`config.mk`:
```
export PLATFORM = sky130hd
export DESIGN_NAME = tipt_top
export DESIGN_NICKNAME = d
export VERILOG_FILES = /design/src/rtl/tipt_top.v /design/src/rtl/tipt_sync2.v
export VERILOG_INCLUDE_DIRS = /design/src /design/src/rtl
export SDC_FILE = /design/constraint.sdc
export NUM_CORES = 1
export LEC_CHECK = 0
export BUFFER_PORTS_ARGS = -buffer_cell sky130_fd_sc_hd__buf_2
export CORE_ASPECT_RATIO = 2
export CORE_MARGIN = 3
export CORE_UTILIZATION = 48
export CTS_BUF_LIST = sky130_fd_sc_hd__clkbuf_16
export CTS_CLUSTER_SIZE = 20
export DETAILED_ROUTE_END_ITERATION = 7
export GPL_TIMING_DRIVEN = 0
export PLACE_DENSITY = 0.87
export SLEW_MARGIN = 10
export SYNTH_ARGS = -nofsm -noshare
export SYNTH_HDL_FRONTEND = slang
export SYNTH_SLANG_ARGS = --single-unit
```
`constraint.sdc`:
```
create_clock -name aclk -period 2.2 [get_ports aclk]
set_input_delay 0.11 -clock aclk [delete_from_list [all_inputs] [get_ports aclk]]
set_output_delay 0.11 -clock aclk [all_outputs]
set_load 0.02 [all_outputs]
```
`src/rtl/tipt_defines.vh`:
```
// register map, field positions, reset values for the timer pulse-trigger and interrupt block
// assumes an axi4-lite slave with 32-bit data, one aligned word per register
//
// Overview of operation
// - trigger bit set in pulse-train mode with select one starts a pulse train
// - second counter underflow clears the trigger bit, ending the pulse train
// - pulse-train mode with select zero ignores writes to the trigger bit
// - trigger bit reads one while a triggered pulse train runs; resets zero
// - pending flags a to d sit in bits 0..3, read only, reset zero
// - enables a to d sit in bits 4..7, read-write, reset zero
// - writing one to clear-register bits 0..3 clears pending flags a..d
// - pulse-train mode needs enable bit one and mode select 00b
// - select bit nine lets an event trigger pulse trains in pulse-train mode
`ifndef TIPT_DEFINES_VH
`define TIPT_DEFINES_VH

`define TIPT_ADDR_CTRL       8'h18
`define TIPT_ADDR_INT_PE     8'h1c
`define TIPT_ADDR_INT_CLR    8'h20
`define TIPT_ADDR_INT_STAT   8'h24
`define TIPT_ADDR_INT_MASK   8'h28

`define TIPT_CTRL_MODE_LSB   0
`define TIPT_CTRL_MODE_MSB   1
`define TIPT_CTRL_PTEN_BIT   8
`define TIPT_CTRL_PTSE_BIT   9
`define TIPT_CTRL_PTET_BIT   10
`define TIPT_CTRL_MASK       32'h0000_0703

`define TIPT_MODE_PULSE      2'h0
`define TIPT_PEND_RESET      4'h0
`define TIPT_IEN_RESET       4'h0
`define TIPT_EV_RESET        2'h0

`define TIPT_RESP_OKAY       2'h0
`define TIPT_RESP_SLVERR     2'h2

`endif

```
`src/rtl/tipt_top.v`:
```
// timer pulse-train trigger bit and four-source interrupt logic, axi4-lite slave
// assumes source events and trigger event are pin levels; underflow is same-clock
// assumes the bus master keeps one write and one read outstanding at most
`timescale 1ns/1ps
`default_nettype none
`include "tipt_defines.vh"
module tipt_top (
  input  wire        aclk,
  input  wire        aresetn,
  input  wire [7:0]  s_axi_awaddr,
  input  wire        s_axi_awvalid,
  output reg         s_axi_awready,
  input  wire [31:0] s_axi_wdata,
  input  wire [3:0]  s_axi_wstrb,
  input  wire        s_axi_wvalid,
  output reg         s_axi_wready,
  output reg  [1:0]  s_axi_bresp,
  output reg         s_axi_bvalid,
  input  wire        s_axi_bready,
  input  wire [7:0]  s_axi_araddr,
  input  wire        s_axi_arvalid,
  output reg         s_axi_arready,
  output reg  [31:0] s_axi_rdata,
  output reg  [1:0]  s_axi_rresp,
  output reg         s_axi_rvalid,
  input  wire        s_axi_rready,
  input  wire [3:0]  source_event,
  input  wire        ext_trigger_event,
  input  wire        second_counter_underflow,
  output reg  [1:0]  timer_mode_select,
  output reg         pulse_train_enable,
  output reg         pulse_select,
  output reg         pulse_train_start,
  output reg         pulse_event_trigger,
  output reg         timer_irq,
  output reg         block_irq
);

  ////////////////////////////////////////////////////////////////////////////
  // helpers

  // pulse-train mode: enable bit set and mode select 00b
  function pt_mode;
    input [1:0] mode;
    input       en;
    begin
      pt_mode = en && (mode == `TIPT_MODE_PULSE);
    end
  endfunction

  // merge byte lanes of a write into an old value
  function [31:0] lane_merge;
    input [31:0] old;
    input [31:0] wd;
    input [3:0]  st;
    integer i;
    begin
      lane_merge = old;
      for (i = 0; i < 4; i = i + 1) begin
        // a lane with its strobe low keeps the old byte
        if (st[i]) begin
          lane_merge[i*8 +: 8] = wd[i*8 +: 8];
        end
      end
    end
  endfunction

  // word address of a byte address: the two low bits never select a register
  function [7:0] word_addr;
    input [7:0] a;
    begin
      word_addr = {a[7:2], 2'h0};
    end
  endfunction

  // one-hot register select: control, pending/enable, clear, status, mask
  function [4:0] reg_sel;
    input [7:0] a;
    begin
      if (a == `TIPT_ADDR_CTRL) begin
        reg_sel = 5'h01;
      end else if (a == `TIPT_ADDR_INT_PE) begin
        reg_sel = 5'h02;
      end else if (a == `TIPT_ADDR_INT_CLR) begin
        reg_sel = 5'h04;
      end else if (a == `TIPT_ADDR_INT_STAT) begin
        reg_sel = 5'h08;
      end else if (a == `TIPT_ADDR_INT_MASK) begin
        reg_sel = 5'h10;
      end else begin
        reg_sel = 5'h00;
      end
    end
  endfunction

  ////////////////////////////////////////////////////////////////////////////
  // input synchronisers

  // every source and trigger pin passes two flops before the edge detectors read it
  wire [3:0] src_sync;
  wire [0:0] trig_sync;

  tipt_sync2 #(.W(4)) u_src_sync (
    .aclk    (aclk),
    .aresetn (aresetn),
    .d       (source_event),
    .q       (src_sync)
  );

  tipt_sync2 #(.W(1)) u_trig_sync (
    .aclk    (aclk),
    .aresetn (aresetn),
    .d       (ext_trigger_event),
    .q       (trig_sync)
  );

  // rising edge of each synchronised pin; history resets to the idle low level
  reg [3:0] src_prev_r;
  reg       trig_prev_r;
  wire [3:0] src_rise  = src_sync & ~src_prev_r;
  wire       trig_rise = trig_sync[0] & ~trig_prev_r;

  ////////////////////////////////////////////////////////////////////////////
  // register state

  // interrupt pending and enable, trigger, event status and mask
  reg [3:0]  pend_r;
  reg [3:0]  pend_nxt;
  reg [3:0]  ien_r;
  reg [1:0]  ev_stat_r;
  reg [1:0]  ev_stat_nxt;
  reg [1:0]  ev_mask_r;
  reg        trig_nxt;

  // write address and data, each held until the other half is in
  reg        aw_held_r;
  reg [7:0]  aw_addr_r;
  reg        w_held_r;
  reg [31:0] w_data_r;
  reg [3:0]  w_strb_r;

  // a write runs once both halves are held and no response is waiting
  wire wr_go = aw_held_r && w_held_r && !s_axi_bvalid;
  wire rd_go = s_axi_arvalid && s_axi_arready;

  // one decode serves both channels; the read side drops the byte offset
  wire [4:0] wr_sel = reg_sel(aw_addr_r);
  wire [4:0] rd_sel = reg_sel(word_addr(s_axi_araddr));
  wire wr_ctrl  = wr_go && wr_sel[0];
  wire wr_pe    = wr_go && wr_sel[1];
  wire wr_clr   = wr_go && wr_sel[2];
  wire wr_mask  = wr_go && wr_sel[4];
  wire rd_stat  = rd_go && rd_sel[3]; // a status read clears it

  // register images and byte-lane merges of the held write
  wire [31:0] ctrl_cur = {21'h000000, pulse_event_trigger, pulse_select, pulse_train_enable,
                          6'h00, timer_mode_select};
  wire [31:0] ctrl_new = lane_merge(ctrl_cur, w_data_r, w_strb_r) & `TIPT_CTRL_MASK;
  wire [31:0] pe_new   = lane_merge({24'h000000, ien_r, pend_r}, w_data_r, w_strb_r);
  wire [31:0] clr_new  = lane_merge(32'h0000_0000, w_data_r, w_strb_r);
  wire [31:0] mask_new = lane_merge({30'h00000000, ev_mask_r}, w_data_r, w_strb_r);

  // mode seen by the trigger logic is the value after a write in this cycle
  wire [1:0] mode_eff = wr_ctrl ? ctrl_new[`TIPT_CTRL_MODE_MSB:`TIPT_CTRL_MODE_LSB] : timer_mode_select;
  wire       en_eff   = wr_ctrl ? ctrl_new[`TIPT_CTRL_PTEN_BIT] : pulse_train_enable;
  wire       sel_eff  = wr_ctrl ? ctrl_new[`TIPT_CTRL_PTSE_BIT] : pulse_select;
  wire       in_pt    = pt_mode(mode_eff, en_eff);

  ////////////////////////////////////////////////////////////////////////////
  // next-state logic for trigger, pending flags and event status

  // trigger bit: bus write, external edge, underflow; later lines take priority
  always @* begin
    trig_nxt = pulse_event_trigger;
    // in pulse-train mode with select low a write leaves the bit alone
    if (wr_ctrl && !(in_pt && !sel_eff)) begin
      trig_nxt = ctrl_new[`TIPT_CTRL_PTET_BIT];
    end
    // a synchronised external rising edge starts a train when selected
    if (in_pt && sel_eff && trig_rise) begin
      trig_nxt = 1'b1;
    end
    // underflow ends the train and wins over any set
    if (second_counter_underflow) begin
      trig_nxt = 1'b0;
    end
    // outside pulse-train mode the bit has no meaning and stays clear
    if (!in_pt) begin
      trig_nxt = 1'b0;
    end
  end

  // pending: clear by write-one, new event wins over the clear
  always @* begin
    pend_nxt = pend_r;
    if (wr_clr) begin
      pend_nxt = pend_nxt & ~clr_new[3:0];
    end
    pend_nxt = pend_nxt | src_rise;
  end

  // event status: bit0 train started, bit1 train ended; read clears, set wins
  always @* begin
    ev_stat_nxt = ev_stat_r;
    if (rd_stat) begin
      ev_stat_nxt = 2'h0;
    end
    if (trig_nxt && !pulse_event_trigger) begin
      ev_stat_nxt[0] = 1'b1;
    end
    if (pulse_event_trigger && !trig_nxt) begin
      ev_stat_nxt[1] = 1'b1;
    end
  end

  ////////////////////////////////////////////////////////////////////////////
  // control, interrupt and event registers

  // reset clears every flag, enable and control field
  always @(posedge aclk) begin
    if (!aresetn) begin
      timer_mode_select   <= 2'h0;
      pulse_train_enable  <= 1'b0;
      pulse_select        <= 1'b0;
      pulse_event_trigger <= 1'b0;
      pulse_train_start   <= 1'b0;
      pend_r              <= `TIPT_PEND_RESET;
      ien_r               <= `TIPT_IEN_RESET;
      ev_stat_r           <= `TIPT_EV_RESET;
      ev_mask_r           <= 2'h0;
      src_prev_r          <= 4'h0;
      trig_prev_r         <= 1'b0;
      timer_irq           <= 1'b0;
      block_irq           <= 1'b0;
    end else begin
      // edge history for the event detectors
      src_prev_r  <= src_sync;
      trig_prev_r <= trig_sync[0];
      // bus write to the control fields
      if (wr_ctrl) begin
        timer_mode_select  <= ctrl_new[`TIPT_CTRL_MODE_MSB:`TIPT_CTRL_MODE_LSB];
        pulse_train_enable <= ctrl_new[`TIPT_CTRL_PTEN_BIT];
        pulse_select       <= ctrl_new[`TIPT_CTRL_PTSE_BIT];
      end
      // enables only: pending bits are read-only from the bus
      if (wr_pe) begin
        ien_r <= pe_new[7:4];
      end
      if (wr_mask) begin
        ev_mask_r <= mask_new[1:0];
      end
      // trigger bit and a one-cycle start pulse on its rising edge
      pulse_event_trigger <= trig_nxt;
      pulse_train_start   <= trig_nxt && !pulse_event_trigger && in_pt && sel_eff;
      pend_r              <= pend_nxt;
      ev_stat_r           <= ev_stat_nxt;
      // interrupts built from next-state flags so they move with the flags
      timer_irq           <= |(pend_nxt & ien_r);
      block_irq           <= |(ev_stat_nxt & ev_mask_r);
    end
  end

  ////////////////////////////////////////////////////////////////////////////
  // axi4-lite write channel: capture address and data in either order

  always @(posedge aclk) begin
    if (!aresetn) begin
      aw_held_r     <= 1'b0;
      aw_addr_r     <= 8'h00;
      w_held_r      <= 1'b0;
      w_data_r      <= 32'h0000_0000;
      w_strb_r      <= 4'h0;
      s_axi_awready <= 1'b0;
      s_axi_wready  <= 1'b0;
      s_axi_bvalid  <= 1'b0;
      s_axi_bresp   <= `TIPT_RESP_OKAY;
    end else begin
      // ready pulses for one cycle, only while its own half is not held and no response is waiting
      s_axi_awready <= !aw_held_r && !s_axi_awready && !s_axi_bvalid && s_axi_awvalid;
      s_axi_wready  <= !w_held_r && !s_axi_wready && !s_axi_bvalid && s_axi_wvalid;
      // capture each half as it is taken, in either order
      if (s_axi_awvalid && s_axi_awready) begin
        aw_held_r <= 1'b1;
        aw_addr_r <= word_addr(s_axi_awaddr);
      end
      if (s_axi_wvalid && s_axi_wready) begin
        w_held_r <= 1'b1;
        w_data_r <= s_axi_wdata;
        w_strb_r <= s_axi_wstrb;
      end
      if (wr_go) begin
        aw_held_r    <= 1'b0;
        w_held_r     <= 1'b0;
        s_axi_bvalid <= 1'b1;
        // unmapped or read-only word: data ignored, slverr answered
        if (wr_ctrl || wr_pe || wr_clr || wr_mask) begin
          s_axi_bresp <= `TIPT_RESP_OKAY;
        end else begin
          s_axi_bresp <= `TIPT_RESP_SLVERR;
        end
      end else if (s_axi_bvalid && s_axi_bready) begin
        s_axi_bvalid <= 1'b0;
      end
    end
  end

  ////////////////////////////////////////////////////////////////////////////
  // axi4-lite read channel

  always @(posedge aclk) begin
    if (!aresetn) begin
      s_axi_arready <= 1'b0;
      s_axi_rvalid  <= 1'b0;
      s_axi_rdata   <= 32'h0000_0000;
      s_axi_rresp   <= `TIPT_RESP_OKAY;
    end else begin
      // arready pulses once per request and never while read data waits
      s_axi_arready <= s_axi_arvalid && !s_axi_arready && !s_axi_rvalid;
      if (rd_go) begin
        s_axi_rvalid <= 1'b1;
        s_axi_rresp  <= `TIPT_RESP_OKAY;
        // read mux; the clear register always reads zero
        if (rd_sel[0]) begin
          s_axi_rdata <= ctrl_cur;
        end else if (rd_sel[1]) begin
          s_axi_rdata <= {24'h000000, ien_r, pend_r};
        end else if (rd_sel[2]) begin
          s_axi_rdata <= 32'h0000_0000;
        end else if (rd_sel[3]) begin
          s_axi_rdata <= {30'h00000000, ev_stat_r};
        end else if (rd_sel[4]) begin
          s_axi_rdata <= {30'h00000000, ev_mask_r};
        end else begin
          s_axi_rdata <= 32'h0000_0000;
          s_axi_rresp <= `TIPT_RESP_SLVERR;
        end
      end else if (s_axi_rvalid && s_axi_rready) begin
        s_axi_rvalid <= 1'b0;
      end
    end
  end

endmodule
`default_nettype wire

```
`src/rtl/tipt_sync2.v`:
```
// two-flop synchroniser for a bundle of pin-level inputs
// assumes inputs come from outside the aclk domain
`timescale 1ns/1ps
`default_nettype none
module tipt_sync2 #(
  parameter W = 4
) (
  input  wire         aclk,
  input  wire         aresetn,
  input  wire [W-1:0] d,
  output wire [W-1:0] q
);
  reg [W-1:0] s1_r;
  reg [W-1:0] s2_r;

  // first stage feeds only the second
  always @(posedge aclk) begin
    if (!aresetn) begin
      s1_r <= {W{1'b0}};
      s2_r <= {W{1'b0}};
    end else begin
      s1_r <= d;
      s2_r <= s1_r;
    end
  end

  assign q = s2_r;
endmodule
`default_nettype wire

```
Yosys cells after proc, flatten, opt, wreduce, memory -nomap -nowiden. Index checks and enable logic that the tools add are counted.

Equal/unequal tests: 10. Multiplexer cells: 39. Bitwise logic cells: 10. Reductions and logical operators: 51.

Operators with widths (count): $mux 5 (10); $eq 6x4->1 const B (6); $logic_and 1x1->1 (29); $eq 6x3->1 const B (4); $mux 2 (12); $and 4x4->4 (3); $mux 1 (12); $logic_not 1->1 (11); $mux 11 (1); $mux 4 (2); $mux 8 (1); $not 4->4 (2); $or 4x4->4 (1); $reduce_and 2->1 (2); $reduce_bool 2->1 (2); $reduce_or 2->1 (2); $reduce_or 4->1 (1); $logic_or 1x1->1 (3); $mux 3 (1); $and 2x2->2 (1); $logic_not 2->1 (1); $not 1->1 (2); $and 1x1->1 (1).

Register bits after elaboration: 97. Input bits: 65. Output and inout bits: 49. Word-level logic and storage cells: 140.

Longest topological paths before layout. Gate-level depths: netlist (run 1).

Depth after elaboration: 22. Mapped depth: 7. Depth with buffers taken out: 6.

Hierarchy. A second synthesis (run 1) with hierarchy kept.

Cell total of the unflattened synthesis: 334. Area, all modules: 3131.8 sq um.

Modules (own cells, without submodules): tipt_top (instances 1, cells an instance 314, area each 2869.0 sq um, seq. area each 1281.2 sq um); tipt_sync2 at u_src_sync (instances 1, cells an instance 16, area each 210.2 sq um, seq. area each 160.2 sq um); tipt_sync2 at u_trig_sync (instances 1, cells an instance 4, area each 52.6 sq um, seq. area each 40.0 sq um).

Worst setup path before layout (run 1). Ideal clock, no wire load.

Path type: register to register. Start: reg s_axi_bvalid. End: reg ev_stat_r[1]. Library setup time: 0.115 ns. Data arrival time: 1.695 ns. Required time: 2.085 ns. Setup slack: 0.391 ns. Stages on the path, launching flop included: 8. Buffers on the path: 1. Period minus slack after synthesis: 1.809 ns. Path through: dfxtp_1 and3b_1 buf_2 nand4_1 mux2i_1 and4bb_4 a21boi_1 o21a_1.

Word-level cells in the longest chain between the ends: 16. Elaborated cells on any way between the ends: 21. Those cells by class: mux: 8; reduce/logical: 13.

Ends and longest elaborated chain: from (decl) (RTL line tipt_top.v:18) `output reg s_axi_bvalid,`; from (signal assigned) (RTL line tipt_top.v:275) `s_axi_bvalid <= 1'b0;`; from (signal assigned) (RTL line tipt_top.v:294) `s_axi_bvalid <= 1'b1;`; from (signal assigned) (RTL line tipt_top.v:302) `s_axi_bvalid <= 1'b0;`; $logic_not 1->1 (*) (RTL line tipt_top.v:143) `wire wr_go = aw_held_r && w_held_r && !s_axi_bvalid;`; $logic_and 1x1->1 (*) (RTL line tipt_top.v:143); $logic_and 1x1->1 (*) (RTL line tipt_top.v:149) `wire wr_ctrl = wr_go && wr_sel[0];`; $mux 2; $logic_not 2->1 (no line); $logic_and 1x1->1 (RTL line tipt_top.v:47) `` pt_mode = en && (mode == `TIPT_MODE_PULSE); ``; $logic_and 1x1->1 (RTL line tipt_top.v:176) `if (wr_ctrl && !(in_pt && !sel_eff)) begin`; $logic_not 1->1 (RTL line tipt_top.v:176); $logic_and 1x1->1 (RTL line tipt_top.v:176); $mux 1 (RTL line tipt_top.v:176); $mux 1 (RTL line tipt_top.v:180) `if (in_pt && sel_eff && trig_rise) begin`; $mux 1 (RTL line tipt_top.v:184) `if (second_counter_underflow) begin`; $mux 1 (*) (RTL line tipt_top.v:188) `if (!in_pt) begin`; $logic_not 1->1 (*) (RTL line tipt_top.v:211) `if (pulse_event_trigger && !trig_nxt) begin`; $logic_and 1x1->1 (*) (RTL line tipt_top.v:211); $mux 1 (*) (RTL line tipt_top.v:211); to (signal assigned) (RTL line tipt_top.v:229) `` ev_stat_r <= `TIPT_EV_RESET; ``; to (signal assigned) (RTL line tipt_top.v:256) `ev_stat_r <= ev_stat_nxt;`; to (decl) (RTL line tipt_top.v:130) `reg [1:0] ev_stat_r;`.

Mark *: on every way between the ends. The rest lies on a longest branch, timed or not. A chain may end at the register's enable or synchronous reset.

Worst setup path in the final report (run 1).
Start: reg w_strb_r[0]. End: reg timer_irq.

Word-level cells in the longest chain between the ends: 7.

Ends and longest elaborated chain: from (decl) (RTL line tipt_top.v:140) `reg [3:0] w_strb_r;`; from (signal assigned) (RTL line tipt_top.v:289) `w_strb_r <= s_axi_wstrb;`; $mux 4 (RTL line tipt_top.v:61) `if (st[i]) begin`; $not 4->4 (RTL line tipt_top.v:197) `pend_nxt = pend_nxt & ~clr_new[3:0];`; $and 4x4->4 (RTL line tipt_top.v:197); $mux 4 (RTL line tipt_top.v:196) `if (wr_clr) begin`; $or 4x4->4 (RTL line tipt_top.v:199) `pend_nxt = pend_nxt | src_rise;`; $and 4x4->4 (RTL line tipt_top.v:258) `timer_irq <= |(pend_nxt & ien_r);`; $reduce_or 4->1 (RTL line tipt_top.v:258); to (signal assigned) (RTL line tipt_top.v:258); to (decl) (RTL line tipt_top.v:35) `output reg timer_irq,`.

No other way between the ends.

==> flow_summary.json, run 1 <==
{
  "synth_cells": 329,
  "cp.required_ps": 2390,
  "yosysWarnings": 0,
  "ys_seq_area_share_pct": 49.7,
  "path_class": "reg -> reg",
  "worst_r2r_endpoint": "timer_irq",
  "slew_headroom_pct": 60.4,
  "first_pass_iters": 5,
  "rows": 40,
  "irDropWorstVdd_mv": 0.625,
  "grt_overflow": 0,
  "cap_violations": 0,
  "grt_pass1_vias": 2500,
  "die_h_microns": 117,
  "fin_crit_sh_pct": 91.0,
  "die_area_sq_um": 7250,
  "grt_pass1_wl_microns": 11400,
  "crit_family": "simple AND/OR/NAND/NOR gates",
  "totalWireLength_microns": 7220,
  "finalSetupViolCount": 0,
  "tightestPinTransition_ps": 594,
  "r2r_start": "w_strb_r[0]",
  "drv_slew": 0,
  "dieWidth_microns": 61.7,
  "cpPeakStageDelay_ps": 450,
  "fin_crit_ps": 2000,
  "vias": 2549,
  "synth-seq-cells": 74,
  "holdWs_ps": 4.64,
  "gp_congestion": 0.794,
  "status": "finished clean",
  "worstSetupStartpointType": "register",
  "fmax_mhz": 500,
  "min_path_cells": 2,
  "nNetsFinal": 493,
  "p_leak_nw": 1.63,
  "yosys.area.top_type": "dfxtp_1",
  "grt_max_degree": 13,
  "dp_cells": 476,
  "cts_tree": "done",
  "io_pins": 114,
  "route.detailed.drc": 0,
  "syn_area_sq_um": 2980,
  "synth_ff_type": "dfxtp_1",
  "synth_edf_count": 0,
  "start_util_pct": 49.6,
  "cts_buffer_depth": 2,
  "cp_cell_sequence": "or3b_1 > nor4_2 > nand2_1 > a22o_1 > a22oi_1 > a21oi_1",
  "drtAntennaViolNets": 0,
  "synth_area_leaders": "dfxtp_1, nand2_1, buf_4",
  "finalHoldViolations": 0,
  "setup_tns_ps": 0,
  "power.density_nw_per_um2": 828,
  "r2r_cells": 6,
  "holdCritPathClass": "in -> reg",
  "syn_area_per_cell_sq_um": 9.06,
  "synth.top_cell.area_share_pct": 49.7,
  "hold_end": "u_src_sync.s1_r[0]",
  "postCtsSetupRepairBufs": 0,
  "crit_buf_inv": 0,
  "clockRootBuffer": "clkbuf_16",
  "dpl.hpwl_microns": 5430,
  "clock_latency_ps": 330,
  "yosysMostFrequentCell": "dfxtp_1",
  "clkTransAtPathRegs_ps": 60,
  "htree_levels": 3,
  "cts_buffers": 9,
  "io_buffers": 62,
  "core_sq_um": 6010,
  "final_layout_size_suffix_gt1_share_pct": 25.2,
  "vias_per_cell": 5.14,
  "grtUsageTotal_pct": 21.4,
  "drt-wirelength-per-cell_microns": 14.6,
  "area_growth_pct": 27.6,
  "fin_skew_ps": 4.05,
  "antenna_found_initial": 0,
  "cp-end-kind": "register",
  "n_antenna_cell": 0,
  "arrival_ps": 2190,
  "async_flop_share_pct": 0,
  "rsz0062_at_grt": "no",
  "first_iter_violations": 103,
  "slowest_stage": "nor4_2",
  "final_cells": 496,
  "synth_cell_types": 43,
  "clkSinkCount": 74,
  "hp-start": "source_event[0]",
  "synthTopCellsByCount": "dfxtp_1, nand2_1, a21oi_1",
  "path_max_fanout": 4,
  "r2r_slack_ps": 200
}
-- worst max path at each step --
stage	startpoint	to	slack, ps	depth (start not counted)
2_1_floorplan	s_axi_bvalid	ev_stat_r[1]	390	7
3_3_place_gp	aw_addr_r[5]	timer_irq	210	6
3_5_place_dp	aw_addr_r[5]	timer_irq	200	6
4_1_cts	w_strb_r[0]	timer_irq	170	6
5_1_grt	aw_addr_r[5]	timer_irq	60	6
6_report	w_strb_r[0]	timer_irq	200	6
-- cells by family (layout without fill, tap and decap cells) --
| logic type | Yosys count | count (layout) | share of synthesized area [%] |
|---|---|---|---|
| and+or+nand+nor | 136 | 136 | 24.4 |
| other | 1 | 23 | 0.126 |
| AOI/OAI and AO/OA | 60 | 60 | 12.5 |
| DFF | 74 | 74 | 49.7 |
| buffers and inverters | 44 | 126 | 8.48 |
| muxes | 14 | 14 | 4.83 |
-- area by class of cell --
| class | count | area [sq um] |
|---|---|---|
| sequential | 74 | 1480 |
| clock buffer | 9 | 225 |
| fill | 503 | 2200 |
| clock inverter | 7 | 85.1 |
| timing repair buffer | 66 | 350 |
| inverter | 7 | 26.3 |
| buffer | 37 | 226 |
| tap | 63 | 78.8 |
| multi-input combinational | 233 | 1330 |
-- registers in the layout, summed over array words and instances, names as in the netlist, 2 cells and up --
register and flops:
w_data_r 11, pend_r 4, src_prev_r 4, ev_mask_r 2, w_strb_r 2, timer_mode_select 2
u_src_sync.q 4, ien_r 4, s_axi_rdata 11, u_src_sync.s1_r 4, ev_stat_r 2, aw_addr_r 6
-- repair_timing --
| item | 4_1_cts | 5_1_grt |
|---|---|---|
| endpoints found under the hold margin | 4 | 0 |
| gates resized for setup | 0 | 0 |
| setup endpoints to repair | 0 | 0 |
| hold buffers | 4 | 0 |
-- power by group --
group	internal, mW	switching (mW)	total, mW
clock	0.979	0.535	1.51
combinational	0.0987	0.138	0.236
sequential	1.38	0.0221	1.40
total	2.45	0.695	3.15
-- routing by layer --
layer	part of all wire (%)	wire, microns	vias to the layer above	track usage [%]
met5	0	0	-	0
met4	4.8	344	0	13.0
met3	4.6	332	25	6.17
met2	55	3970	93	36.7
met1	36	2580	1165	20.8
li1	-	-	1266	-
-- layout by cell type (no fill, tap or decap), types with 2 or more instances in the layout --
| master | count |
|---|---|
| a22o_1 | 5 |
| or3b_1 | 2 |
| buf_4 | 23 |
| inv_1 | 8 |
| and2_1 | 21 |
| a21oi_1 | 28 |
| dlygate4sd3_1 | 4 |
| clkbuf_16 | 9 |
| nand2b_1 | 4 |
| o221ai_1 | 2 |
| nand2_1 | 57 |
| mux2i_1 | 13 |
| nor2b_1 | 2 |
| nand3_1 | 10 |
| nor4b_1 | 6 |
| o21ai_0 | 6 |
| clkinv_2 | 2 |
| buf_1 | 2 |
| bufinv_16 | 2 |
| buf_2 | 63 |
| nor2_1 | 21 |
| conb_1 | 23 |
| dfxtp_1 | 74 |
| clkbuf_1 | 11 |
| a22oi_1 | 11 |
-- metrics by stage --
step           util, %  area, sq um  worst slack, ps  power [mW]
6_report          63.3         3800              199        3.15
5_1_grt           63.3         3800             62.6        3.25
4_1_cts           63.3         3800              175        3.15
3_5_place_dp      57.5         3450              197        1.65
3_3_place_gp      57.5         3450              209        1.65
2_1_floorplan        -         3060              391        1.58
Note: power is estimated with default switching activity, not from simulation.
==> run 2, diff against run 1 <==
--- a/config.mk
+++ b/config.mk
@@ -17,3 +17,3 @@
 export PLACE_DENSITY = 0.87
-export SLEW_MARGIN = 10
+export SLEW_MARGIN = 40
 export SYNTH_ARGS = -nofsm -noshare
==> constraint.sdc (replaced) <==
create_clock -name aclk -period 2.2 [get_ports aclk]
set_input_delay 0.44 -clock aclk [delete_from_list [all_inputs] [get_ports aclk]]
set_output_delay 0.44 -clock aclk [all_outputs]
set_load 0.02 [all_outputs]
==> flow_summary.json, run 2 (same netlist as run 1, synthesis figures left out) <==
{
  "status": "finished clean",
  "holdWs_ps": 311,
  "die_h_microns": 117,
  "htree_levels": 3,
  "final_common_cell": "dfxtp_1",
  "first_iter_violations": 105,
  "cts_tree": "done",
  "rows": 40,
  "clkTransAtPathRegs_ps": 60,
  "area_growth_pct": 26.2,
  "final_layout_size_suffix_gt1_share_pct": 25.4,
  "clock_latency_ps": 340,
  "final_cell_mix": "dfxtp_1, buf_2, nand2_1",
  "start_util_pct": 49.6,
  "grt_pass1_wl_microns": 11300,
  "cts_buffers": 9,
  "final_cells": 492,
  "clockRootBuffer": "clkbuf_16",
  "top_regs": "s_axi_rdata (11), w_data_r (11), aw_addr_r (6)",
  "io_buffers": 62,
  "dpl_cell_area_sq_um": 3450,
  "drtAntennaViolNets": 0,
  "worstSetupStartpointType": "register",
  "drt-wirelength-per-cell_microns": 14.6,
  "arrival_ps": 2200,
  "finalHoldViolations": 0,
  "cp-end-kind": "register",
  "vias_per_cell": 5.17,
  "vias": 2543,
  "n_antenna_cell": 0,
  "fin_crit_sh_pct": 91.1,
  "finalPower_mw": 3.15,
  "p_leak_nw": 1.61,
  "grt_pass1_vias": 2484,
  "io_pins": 114,
  "min_path_cells": 2,
  "grtUsageTotal_pct": 21.2,
  "cp.required_ps": 2390,
  "grt_max_degree": 13,
  "nNetsFinal": 489,
  "totalWireLength_microns": 7200,
  "dieWidth_microns": 61.7,
  "cts_buffer_depth": 2,
  "tightestPinTransition_ps": 591,
  "power.density_nw_per_um2": 836,
  "fin_skew_ps": 4.35,
  "die_area_sq_um": 7250,
  "dp_cells": 476,
  "met1_usage_pct": 20.8,
  "hold_buffers": 0,
  "dpl.hpwl_microns": 5430,
  "setup_tns_ps": 0,
  "route.detailed.drc": 0,
  "grt_util_met3_pct": 6.17,
  "fin_crit_ps": 2000,
  "r2r_cells": 6,
  "clkSinkCount": 74,
  "drv_slew": 0,
  "cap_violations": 0,
  "gp_congestion": 0.794,
  "first_pass_iters": 4,
  "met2_usage_pct": 36.2,
  "grt_overflow": 0,
  "slew_headroom_pct": 60.6,
  "postCtsSetupRepairBufs": 0,
  "path_class": "reg -> reg",
  "fmax_mhz": 499,
  "rsz0062_at_grt": "no",
  "fin_area_sq_um": 3760,
  "ctsResizeCount": 0,
  "finalSetupViolCount": 0,
  "holdCritPathClass": "in -> reg",
  "irDropWorstVdd_mv": 0.626,
  "antenna_found_initial": 0,
  "grt-busiest-layer": "met2",
  "path_max_fanout": 4,
  "core_sq_um": 6010
}
==> run 2: layout make-up <==
type	count	area, sq um
Buffer	37	226
Clock buffer	9	225
Fill cell	504	2240
Inverter	7	26.3
Multi-Input combinational cell	233	1330
Tap cell	63	78.8
Sequential cell	74	1480
Timing Repair Buffer	62	310
Clock inverter	7	85.1
==> run 2: final timing paths <==
path | start | end | slack [ps]
hold / removal | source_event[1] | u_src_sync.s1_r[1] | 310
hold reg to reg | u_src_sync.s1_r[1] | u_src_sync.q[1] | 440
setup reg to reg | w_strb_r[0] | timer_irq | 200
setup / recovery | w_strb_r[0] | timer_irq | 200
==> run 2: worst max-delay path, stage by stage, from the launching register on <==
cell and delay (ps):
dfxtp_1 390, or3b_1 390, nor4_2 450, nand2_1 110, a22o_1 220, a22oi_1 190
a21oi_1 100
==> run 2: stage by stage <==
| step | worst slack, ps | util [%] |
|---|---|---|
| 6_report | 196 | 62.6 |
| 3_5_place_dp | 197 | 57.5 |
| 2_1_floorplan | 391 | - |
| 5_1_grt | 62.6 | 62.6 |
| 3_3_place_gp | 209 | 57.5 |
| 4_1_cts | 175 | 62.6 |
==> run 2: routing by layer <==
layer / share of wire (%) / wire, microns
met1: 36 / 2610
met4: 4.6 / 331
met2: 54 / 3920
met5: 0 / 0
met3: 4.7 / 339
==> run 2: power breakdown <==
group / total, mW / internal, mW / switching [mW]
Sequential: 1.40 / 1.38 / 0.0224
Combinational: 0.231 / 0.0941 / 0.137
Clock: 1.52 / 0.979 / 0.538
Total: 3.15 / 2.45 / 0.698
